==> src/hw/brsf_defines.vh <==
// Register offsets, field positions, reset values and format codes for
// the branch record stack and freeze unit.
// Assumes a 32-bit classic Wishbone slave with byte addressing.
`ifndef BRSF_DEFINES_VH
`define BRSF_DEFINES_VH

// ----------------------------------------------------------------------
// Register byte offsets
// ----------------------------------------------------------------------
`define BRSF_DBGCTL_OFS      12'h000
`define BRSF_GCTRL_OFS       12'h004
`define BRSF_EVSEL_OFS       12'h008
`define BRSF_FIXCTL_OFS      12'h00C
`define BRSF_TOS_OFS         12'h010
`define BRSF_CAPS_OFS        12'h014
`define BRSF_MODE_OFS        12'h018
`define BRSF_STATUS_OFS      12'h01C
`define BRSF_LER_SRC_LO_OFS  12'h020
`define BRSF_LER_SRC_HI_OFS  12'h024
`define BRSF_LER_DST_LO_OFS  12'h028
`define BRSF_LER_DST_HI_OFS  12'h02C
`define BRSF_SRC_BASE_OFS    12'h400
`define BRSF_DST_BASE_OFS    12'h800

// ----------------------------------------------------------------------
// Field positions
// ----------------------------------------------------------------------
`define BRSF_DBG_REC_EN      0
`define BRSF_DBG_TRACE_EN    6
`define BRSF_DBG_FRZ_REC     11
`define BRSF_DBG_FRZ_CNT     12
`define BRSF_EVSEL_INT_EN    20
`define BRSF_FIX_INT_BIT     2
`define BRSF_FIX_FIELD_W     4
`define BRSF_MODE_EXT64      0
`define BRSF_MODE_COMPAT     1
`define BRSF_FLAG_LSB        58

// ----------------------------------------------------------------------
// Reset values and format codes
// ----------------------------------------------------------------------
`define BRSF_DBGCTL_RST      32'h0000_0000
`define BRSF_GCTRL_RST       32'h0000_0000
`define BRSF_FMT_SEG32       6'h00
`define BRSF_FMT_LIN64       6'h01
`define BRSF_FMT_EFF64       6'h02
`define BRSF_FMT_EFF64_FLAGS 6'h03
`define BRSF_FMT_PACKED32    6'h3F

`endif

==> src/hw/brsf_top.v <==
// Branch record stack with freeze-on-interrupt control and last
// exception record. Registers reached over classic Wishbone, 32-bit.
// Assumes core events arrive synchronous to clk_i, one cycle each.
//
// Notes on behaviour
// RL1: Freeze-record bit set: interrupt request clears recording enable bit 0.
// RL2: Software must set recording enable again after a freeze.
// RL3: Software writes debug control carefully to avoid re-enabling by accident.
// RL4: Freeze-counter bit set: interrupt request clears all global counter enables.
// RL5: Software writes ones to counter enables before leaving the handler.
// RL6: General counter overflow with event-select bit 20 raises the interrupt.
// RL7: Fixed counter overflow with third bit of its field raises the interrupt.
// RL8: Precise sampling buffer reaching threshold raises the interrupt.
// RL9: Branch trace buffer reaching threshold raises the interrupt.
// RL10: Stack depth N is 16, 8 or 4; pointer spans 0 to N-1.
// RL11: Every instruction pointer change is recorded, not only branches. The code does not record debug exceptions.
// RL12: N source registers and N destination registers, each consecutive.
// RL13: Low bits of top pointer name the newest recorded entry.
// RL14: Records are 64 bits; only low 32 kept outside extended mode.
// RL15: Compatibility sub-mode clears upper 32 bits; full mode keeps 64.
// RL16: Read-only capability bits [5:0] report the record format.
// RL17: Format 3 stores effective addresses with flags in source upper bits.
// RL18: Packed 32-bit format holds destination high, source low.
// RL19: Separate last exception record holds branch before exception delivery.
// RL20: Exception record is 64 bits with the same mode truncation.
// RL21: With recording enabled, branches, interrupts, exceptions recorded, not debug.
// RL22: Debug exception clears recording enable; stored entries stay.
// RL23: Trace enable alone keeps the stack updating.
// RL24: New record advances pointer modulo N, then writes that entry.
`timescale 1ns/10ps
`include "brsf_defines.vh"

module brsf_top #(
  parameter       DEPTH      = 16,
  parameter       NUM_GP     = 4,
  parameter       NUM_FIX    = 3,
  parameter [5:0] REC_FORMAT = `BRSF_FMT_LIN64,
  parameter       FLAG_W     = 6
) (
  input  wire                 clk_i,
  input  wire                 rst_i,
  // Classic Wishbone slave, 32-bit data, byte addresses
  input  wire                 wb_cyc_i,
  input  wire                 wb_stb_i,
  input  wire                 wb_we_i,
  input  wire [11:0]          wb_adr_i,
  input  wire [3:0]           wb_sel_i,
  input  wire [31:0]          wb_dat_i,
  output reg  [31:0]          wb_dat_o,
  output reg                  wb_ack_o,
  // Instruction pointer changes from the core
  input  wire                 ip_change_i,
  input  wire                 is_exception_i,
  input  wire                 is_debug_exc_i,
  input  wire [63:0]          src_addr_i,
  input  wire [63:0]          dst_addr_i,
  input  wire [FLAG_W-1:0]    rec_flags_i,
  // Interrupt sources
  input  wire [NUM_GP-1:0]    gp_overflow_i,
  input  wire [NUM_FIX-1:0]   fix_overflow_i,
  input  wire                 sampling_thresh_i,
  input  wire                 trace_thresh_i,
  // Freeze and status outputs
  output reg                  perf_monitor_interrupt_o,
  output reg  [31:0]          global_counter_control_o,
  output reg                  branch_record_stack_en_o
);

  localparam PW = (DEPTH > 8) ? 4 : ((DEPTH > 4) ? 3 : 2);

  // ----------------------------------------------------------------------
  // Helpers
  // ----------------------------------------------------------------------
  // Shapes an address for the active mode: low half only outside
  // extended mode, upper half cleared in compatibility sub-mode.
  function [63:0] brsf_shape;
    input [63:0] a;
    input        ext;
    input        compat;
    begin
      if (!ext || compat)
        brsf_shape = {32'h0000_0000, a[31:0]};
      else
        brsf_shape = a;
    end
  endfunction

  function [31:0] brsf_merge;
    input [31:0] old;
    input [31:0] wd;
    input [3:0]  sel;
    integer k;
    begin
      brsf_merge = old;
      for (k = 0; k < 4; k = k + 1)
        if (sel[k])
          brsf_merge[k*8 +: 8] = wd[k*8 +: 8];
    end
  endfunction

  // Event select k sits one 256-byte page above event select k-1.
  function brsf_evsel_hit;
    input [11:0] adr;
    input integer idx;
    reg   [11:0] base;
    begin
      base           = `BRSF_EVSEL_OFS + {idx[3:0], 8'h00};
      brsf_evsel_hit = (adr == base);
    end
  endfunction

  // ----------------------------------------------------------------------
  // State
  // ----------------------------------------------------------------------
  reg [63:0]          src_mem [0:DEPTH-1];
  reg [63:0]          dst_mem [0:DEPTH-1];
  reg [PW-1:0]        top_of_stack_pointer;
  reg [31:0]          debug_ctl;
  reg [31:0]          evsel [0:NUM_GP-1];
  reg [31:0]          fix_ctl;
  reg [1:0]           mode;
  reg [63:0]          last_src;
  reg [63:0]          last_dst;
  reg [63:0]          ler_src;
  reg [63:0]          ler_dst;
  reg [3:0]           pmi_cause;
  reg [NUM_GP-1:0]    gp_int_en;
  reg [NUM_FIX-1:0]   fix_int_en;
  reg [63:0]          rec_src;
  reg [63:0]          rec_dst;
  reg [31:0]          rd;
  reg [PW-1:0]        next_tos;
  integer             i;
  integer             wi;
  integer             ri;

  // Writes land with ack, the same edge at which the master completes.
  wire wb_req = wb_cyc_i & wb_stb_i & ~wb_ack_o;
  wire wb_wr  = wb_cyc_i & wb_stb_i & wb_we_i & wb_ack_o;

  // ----------------------------------------------------------------------
  // Interrupt request
  // ----------------------------------------------------------------------
  always @* begin
    for (i = 0; i < NUM_GP; i = i + 1)
      gp_int_en[i] = evsel[i][`BRSF_EVSEL_INT_EN];  // RL6
    for (i = 0; i < NUM_FIX; i = i + 1)
      fix_int_en[i] = fix_ctl[i*`BRSF_FIX_FIELD_W + `BRSF_FIX_INT_BIT];  // RL7
  end

  wire gp_pmi  = |(gp_overflow_i & gp_int_en);  // RL6
  wire fix_pmi = |(fix_overflow_i & fix_int_en);  // RL7
  wire pmi_req = gp_pmi | fix_pmi | sampling_thresh_i | trace_thresh_i;  // RL8 RL9

  // ----------------------------------------------------------------------
  // Record capture
  // ----------------------------------------------------------------------
  wire rec_on = debug_ctl[`BRSF_DBG_REC_EN] | debug_ctl[`BRSF_DBG_TRACE_EN];  // RL23
  wire do_rec = ip_change_i & ~is_debug_exc_i & rec_on;  // RL11 RL21
  wire ext    = mode[`BRSF_MODE_EXT64];
  wire compat = mode[`BRSF_MODE_COMPAT];

  // Explicit wrap keeps the pointer inside 0 to DEPTH-1.
  always @* begin
    next_tos = top_of_stack_pointer + {{(PW-1){1'b0}}, 1'b1};  // RL24
    if (top_of_stack_pointer == DEPTH - 1)
      next_tos = {PW{1'b0}};  // RL10
  end

  always @* begin
    rec_src = brsf_shape(src_addr_i, ext, compat);  // RL14 RL15
    rec_dst = brsf_shape(dst_addr_i, ext, compat);  // RL14 RL15
    case (REC_FORMAT)
      `BRSF_FMT_EFF64_FLAGS: begin
        rec_src[63:`BRSF_FLAG_LSB] = rec_flags_i;  // RL17
      end
      `BRSF_FMT_PACKED32: begin
        rec_src = {dst_addr_i[31:0], src_addr_i[31:0]};  // RL18
        rec_dst = {dst_addr_i[31:0], src_addr_i[31:0]};  // RL18
      end
      default: begin
      end
    endcase
  end

  always @(posedge clk_i) begin
    if (do_rec) begin
      src_mem[next_tos] <= rec_src;  // RL12 RL24
      dst_mem[next_tos] <= rec_dst;  // RL12
    end
  end

  always @(posedge clk_i) begin
    if (rst_i) begin
      top_of_stack_pointer <= {PW{1'b0}};
    end else if (do_rec) begin
      top_of_stack_pointer <= next_tos;  // RL13 RL24
    end
  end

  // ----------------------------------------------------------------------
  // Last exception record
  // ----------------------------------------------------------------------
  // Only plain branches refresh the shadow copy, so an exception never
  // overwrites the branch that led into it before it is captured.
  always @(posedge clk_i) begin
    if (rst_i) begin
      last_src <= 64'h0000_0000_0000_0000;
      last_dst <= 64'h0000_0000_0000_0000;
    end else if (do_rec & ~is_exception_i) begin
      last_src <= brsf_shape(src_addr_i, ext, compat);
      last_dst <= brsf_shape(dst_addr_i, ext, compat);
    end
  end

  always @(posedge clk_i) begin
    if (rst_i) begin
      ler_src <= 64'h0000_0000_0000_0000;
      ler_dst <= 64'h0000_0000_0000_0000;
    end else if (ip_change_i & is_exception_i) begin
      ler_src <= last_src;  // RL19 RL20
      ler_dst <= last_dst;  // RL19 RL20
    end
  end

  // ----------------------------------------------------------------------
  // Control registers and freeze
  // ----------------------------------------------------------------------
  wire       wr_dbg    = wb_wr & (wb_adr_i == `BRSF_DBGCTL_OFS);
  wire       wr_gctl   = wb_wr & (wb_adr_i == `BRSF_GCTRL_OFS);
  wire       wr_fix    = wb_wr & (wb_adr_i == `BRSF_FIXCTL_OFS);
  wire       wr_mode   = wb_wr & (wb_adr_i == `BRSF_MODE_OFS) & wb_sel_i[0];
  wire       wr_status = wb_wr & (wb_adr_i == `BRSF_STATUS_OFS) & wb_sel_i[0];
  wire       frz_rec   = pmi_req & debug_ctl[`BRSF_DBG_FRZ_REC];  // RL1
  wire       frz_cnt   = pmi_req & debug_ctl[`BRSF_DBG_FRZ_CNT];  // RL4
  wire       dbg_stop  = ip_change_i & is_debug_exc_i;  // RL22
  wire [3:0] cause_now = {trace_thresh_i, sampling_thresh_i, fix_pmi, gp_pmi};

  // ----------------------------------------------------------------------
  // Debug control
  // ----------------------------------------------------------------------
  // Hardware clears win over a same-cycle software write, so a freeze
  // is never undone by a stale write racing the interrupt.
  always @(posedge clk_i) begin
    if (rst_i) begin
      debug_ctl <= `BRSF_DBGCTL_RST;
    end else begin
      if (wr_dbg)
        debug_ctl <= brsf_merge(debug_ctl, wb_dat_i, wb_sel_i);  // RL2 RL3
      if (frz_rec | dbg_stop)
        debug_ctl[`BRSF_DBG_REC_EN] <= 1'b0;  // RL1 RL22
    end
  end

  // ----------------------------------------------------------------------
  // Global counter control
  // ----------------------------------------------------------------------
  always @(posedge clk_i) begin
    if (rst_i) begin
      global_counter_control_o <= `BRSF_GCTRL_RST;
    end else if (frz_cnt) begin
      global_counter_control_o <= 32'h0000_0000;  // RL4
    end else if (wr_gctl) begin
      global_counter_control_o <= brsf_merge(global_counter_control_o, wb_dat_i,
                                             wb_sel_i);  // RL5
    end
  end

  // ----------------------------------------------------------------------
  // Counter event controls and mode
  // ----------------------------------------------------------------------
  always @(posedge clk_i) begin
    if (rst_i) begin
      fix_ctl <= 32'h0000_0000;
      mode    <= 2'h0;
      for (wi = 0; wi < NUM_GP; wi = wi + 1)
        evsel[wi] <= 32'h0000_0000;
    end else begin
      if (wr_fix)
        fix_ctl <= brsf_merge(fix_ctl, wb_dat_i, wb_sel_i);
      if (wr_mode)
        mode <= wb_dat_i[1:0];
      for (wi = 0; wi < NUM_GP; wi = wi + 1)
        if (wb_wr && brsf_evsel_hit(wb_adr_i, wi))
          evsel[wi] <= brsf_merge(evsel[wi], wb_dat_i, wb_sel_i);
    end
  end

  // ----------------------------------------------------------------------
  // Interrupt cause status
  // ----------------------------------------------------------------------
  // A new cause in the same cycle as a clear wins, so no source is lost
  // to a handler acknowledging an older one.
  always @(posedge clk_i) begin
    if (rst_i) begin
      pmi_cause <= 4'h0;
    end else if (wr_status) begin
      pmi_cause <= (pmi_cause & ~wb_dat_i[3:0]) | cause_now;
    end else begin
      pmi_cause <= pmi_cause | cause_now;
    end
  end

  // ----------------------------------------------------------------------
  // Status outputs
  // ----------------------------------------------------------------------
  always @(posedge clk_i) begin
    if (rst_i) begin
      perf_monitor_interrupt_o <= 1'b0;
      branch_record_stack_en_o <= 1'b0;
    end else begin
      perf_monitor_interrupt_o <= pmi_req;  // RL6 RL7 RL8 RL9
      branch_record_stack_en_o <= rec_on;
    end
  end

  // ----------------------------------------------------------------------
  // Wishbone read and acknowledge
  // ----------------------------------------------------------------------
  // Stack windows: 8 bytes per entry, low word first. The arrays carry
  // no reset, so only entries written since power-up read as defined.
  wire [11:0]   adr_src = wb_adr_i - `BRSF_SRC_BASE_OFS;
  wire [11:0]   adr_dst = wb_adr_i - `BRSF_DST_BASE_OFS;
  wire          src_hit = (adr_src[11:10] == 2'b00) && (adr_src[9:3] < DEPTH);  // RL12
  wire          dst_hit = (adr_dst[11:10] == 2'b00) && (adr_dst[9:3] < DEPTH);  // RL12
  wire [PW-1:0] src_idx = adr_src[PW+2:3];
  wire [PW-1:0] dst_idx = adr_dst[PW+2:3];

  always @* begin
    rd = 32'h0000_0000;
    case (wb_adr_i)
      `BRSF_DBGCTL_OFS:     rd = debug_ctl;
      `BRSF_GCTRL_OFS:      rd = global_counter_control_o;
      `BRSF_FIXCTL_OFS:     rd = fix_ctl;
      `BRSF_TOS_OFS:        rd = {{(32-PW){1'b0}}, top_of_stack_pointer};  // RL13
      `BRSF_CAPS_OFS:       rd = {26'h0000000, REC_FORMAT};  // RL16
      `BRSF_MODE_OFS:       rd = {30'h00000000, mode};
      `BRSF_STATUS_OFS:     rd = {28'h0000000, pmi_cause};
      `BRSF_LER_SRC_LO_OFS: rd = ler_src[31:0];
      `BRSF_LER_SRC_HI_OFS: rd = ler_src[63:32];
      `BRSF_LER_DST_LO_OFS: rd = ler_dst[31:0];
      `BRSF_LER_DST_HI_OFS: rd = ler_dst[63:32];
      default: begin
        for (ri = 0; ri < NUM_GP; ri = ri + 1)
          if (brsf_evsel_hit(wb_adr_i, ri))
            rd = evsel[ri];
        if (src_hit)
          rd = adr_src[2] ? src_mem[src_idx][63:32] : src_mem[src_idx][31:0];
        if (dst_hit)
          rd = adr_dst[2] ? dst_mem[dst_idx][63:32] : dst_mem[dst_idx][31:0];
      end
    endcase
  end

  // Data is zero outside ack, so an idle bus never shows a stale word.
  always @(posedge clk_i) begin
    if (rst_i) begin
      wb_ack_o <= 1'b0;
      wb_dat_o <= 32'h0000_0000;
    end else begin
      wb_ack_o <= wb_req;
      wb_dat_o <= wb_req ? rd : 32'h0000_0000;
    end
  end

endmodule

==> config.mk <==
export PLATFORM = sky130hd
export DESIGN_NAME = brsf_top
export DESIGN_NICKNAME = d
export VERILOG_FILES = /design/src/hw/brsf_top.v
export VERILOG_INCLUDE_DIRS = /design/src /design/src/hw
export SDC_FILE = /design/constraint.sdc
export NUM_CORES = 2
export LEC_CHECK = 0
export BUFFER_PORTS_ARGS = -buffer_cell sky130_fd_sc_hd__buf_4
export CORE_MARGIN = 2
export CORE_UTILIZATION = 35
export DETAILED_ROUTE_END_ITERATION = 8
export PLACE_DENSITY = 0.49
export SYNTH_ARGS = -nofsm -noshare
export SYNTH_HDL_FRONTEND = slang
export SYNTH_SLANG_ARGS = --single-unit
==> constraint.sdc <==
create_clock -name clk_i -period 6.9 [get_ports clk_i]
set_input_delay 0.345 -clock clk_i [delete_from_list [all_inputs] [get_ports clk_i]]
set_output_delay 0.345 -clock clk_i [all_outputs]
set_load 0.03 [all_outputs]
==> impl_metrics.ini <==
[status]
outcome = completed

[worst_setup_path]
critPathRequiredTime_ps = 7700
critPathLaunch = wb_adr_i[9]
rr_startpoint = top_of_stack_pointer[1]
regToRegSetupSlack_ps = 3170
crit_chain = dlygate4sd3_1, buf_4, or2_2, nor3_4, buf_4, nand2_1, nor2_2, nand2_1, a21oi_1, dlygate4sd3_1
crit_path_end_kind = register
cp.arrival_ps = 4540
r2r-end = src_mem[12][41]
crit_fanout = 28
crit_cells = 10
slowest_delay_ps = 590
worst-path-buf-inv = 4
critPathCapture = debug_ctl[2]
startpoint_type = input port
reg2reg_depth = 5
crit_family = simple AND/OR/NAND/NOR gates
critPathSlowestCell = dlygate4sd3_1
path_class = in2reg

[timing]
skew_ps = 43.77
hold_violations = 0
slew_headroom_pct = 13.99
fmax_mhz = 267.2
worst_slack_ps = 3157
period_needed_ps = 3743
rsz0062_at_grt = no
maxSlewViolCount = 0
setup-violations-final = 0
worst_slew_pin_slew_ps = 1290
period_share_pct = 54.25

[detailed_routing]
avgRoutedWirePerCell_um = 33.44
via_per_inst = 5.599
drt_iter0_drc = 6343
drt-total-wl_um = 340500
first_pass_iters = 5
drc = 0
via_count = 57001
route.antenna.remaining_nets = 0

[synthesis]
synthesis.nets = 5929
synth_area_leaders = edfxtp_1 65%, mux4_2 12%, dfxtp_1 7.9%
synth_area_per_cell_um2 = 17.48
synthArstFlopShare_pct = 0
syn-cell-area_um2 = 100100
post-synth-top-area-cell = edfxtp_1
ys_types = 71
ys.warnings.count = 0
synth.top_cell.area_share_pct = 65.30
yosysMostFrequentCell = edfxtp_1
synth_edf_count = 2176
synth_seq_area_share_pct = 73.25
synth_common_cells = 2,176 x edfxtp_1, 637 x nand2_1, 542 x mux4_2
ys_ff_latch = 2573
synth_cells = 5725
ys.flop_type = edfxtp_1

[cts]
tritoncts = built
clock_path_buffers = 4
cts_max_level = 5
cts_made_buffers = 287
clkLatencyLatePin_ps = 870
cts.sinks = 2573
root_buffer = clkbuf_16
cts_resized = 0
clk_pin_slew_ps = 60

[die]
dieArea_um2 = 290200
die_x_um = 538.7
dieHeight_um = 538.7
start_util_pct = 35.14
core_um2 = 284700
ios = 266
row_count = 196

[finish]
final_core_util_pct = 41.09
fin_nets = 6374
design_area_um2 = 117000
instances_no_fill = 10181
drive_above_1_share_pct = 22.82
area_delta_synth_final_pct = 16.92

[global_routing]
grt_pass1_wl_um = 467800
grt_max_degree = 193
grt_overflow_total = 0
grt_pass1_vias = 56505
track_usage_pct = 23.04
antenna_found_initial = 45

[placed_design]
dpl_cell_area_um2 = 106800
portBuffers = 259
dp_hpwl_um = 206700
pre_cts_ws_ps = 2760
gp_congestion = 0.8960
placed_cells = 9532

[pwr]
comb_power_share_pct = 4.0
power_frac_seq_pct = 50.9
p_total_mw = 32.95
power.net_switching_mw = 7.090
p_per_area_nw_per_um2 = 281.6
peakVddDrop_mv = 0.1769
cellInternalPower_mw = 25.86
swShare_pct = 21.52
p_leak_nw = 34.83
clkPwrFrac_pct = 45.2

[run]
drv_cap = 0

[hold_path]
hp-class = in2reg
[through the flow]
| stage | TNS [ps] | hold WS [ps] |
|---|---|---|
| final | 0 | 126.9 |
| after global placement | 0 | 440.2 |
| after CTS | 0 | 88.12 |
| after floorplan | -159940 | 431.9 |
| after global routing | 0 | 126.3 |
| after detailed placement | 0 | 443.5 |
[registers in the layout (all words and copies together), names as in the netlist]
name and flops:
dst_mem 1024, src_mem 1024, evsel 128, last_dst 64, last_src 64, ler_dst 64
ler_src 64, debug_ctl 32, fix_ctl 32, global_counter_control_o 32, wb_dat_o 32, pmi_cause 4
top_of_stack_pointer 4, mode 2, branch_record_stack_en_o 1, perf_monitor_interrupt_o 1, wb_ack_o 1
[layer usage]
| layer | track usage, % | vias to the layer above | share of wire [%] |
|---|---|---|---|
| met1 | 31.01 | 30636 | 41 |
| met3 | 2.841 | 524 | 5.7 |
| met4 | 9.457 | 14 | 4.4 |
| met2 | 37.86 | 2273 | 48 |
| li1 | - | 23554 | - |
| met5 | 0 | - | 0.028 |
[tightest hold or removal path, delay by kind of cell]
| family | cells | cell delay (ps) |
|---|---|---|
| buffers and inverters | 2 | 370 |
| and+or+nand+nor | 2 | 150 |
| AOI/OAI and AO/OA | 1 | 50 |
[cell type report]
type,count,area (um^2)
multi-input cells,2768,25270
clock inverters,102,922.1
inverters,15,58.81
well taps,3762,4707
fillers,25580,167700
flip-flops and latches,2573,73290
diodes,25,62.56
repair buffers,525,4586
clock buffers,411,8100
[placed cells by master, fill, tap and decap left out, drive strengths merged, types with 12 or more instances in the layout]
cell	count
nand3	63
nor4	13
a21o	15
a22oi	151
nor2b	19
a221oi	16
clkinv	78
nor3	39
a211oi	12
edfxtp	2176
nand4	15
bufinv	12
o221ai	15
o21ai	66
mux4	542
nor2	165
clkbuf	412
dlygate4sd3	111
dfxtp	397
or3	20
and2	190
a21oi	421
inv	24
nand2	637
buf	413
o22ai	20
mux2	45
diode	25
mux2i	179
a31oi	18
[cell families (layout without fill, tap and decap cells)]
family,Yosys count,in the layout,synth area share (%)
AO/OA/AOI/OAI,797,797,4.839
XOR/XNOR,1,1,0.008755
adder cells (fa/ha/maj),5,5,0.06252
buffers and inverters,384,1053,1.804
flip-flops,2573,2573,73.25
multiplexers,766,766,14.50
other,0,25,0
AND/OR/NAND/NOR,1199,1199,5.543
[power groups by stage]
stage          logic, mW  clock network (mW)  registers [mW]
2_1_floorplan      0.649                   0            17.1
3_3_place_gp        1.24                   0            17.1
3_5_place_dp        1.25                   0            17.1
5_1_grt             1.36                15.7            16.8
6_report            1.30                14.9            16.8
4_1_cts             1.31                15.1            16.8
[worst min-delay path by stage]
stage / start / endpoint / slack [ps] / depth (start not counted)
detailed placement: last_src[44] / ler_src[44] / 440 / 2
CTS: is_exception_i / last_src[26] / 90 / 5
global route: is_exception_i / last_src[26] / 130 / 5
floorplan: ler_dst[44] / ler_dst[44] / 430 / 2
global placement: last_src[1] / ler_src[1] / 440 / 2
finish: is_exception_i / last_src[26] / 130 / 5
[repair_timing]
action                     CTS  global route
hold buffers               111             0
buffers inserted             0             0
hold endpoints to repair  1327             0
Note: power is estimated with default switching activity, not from simulation.
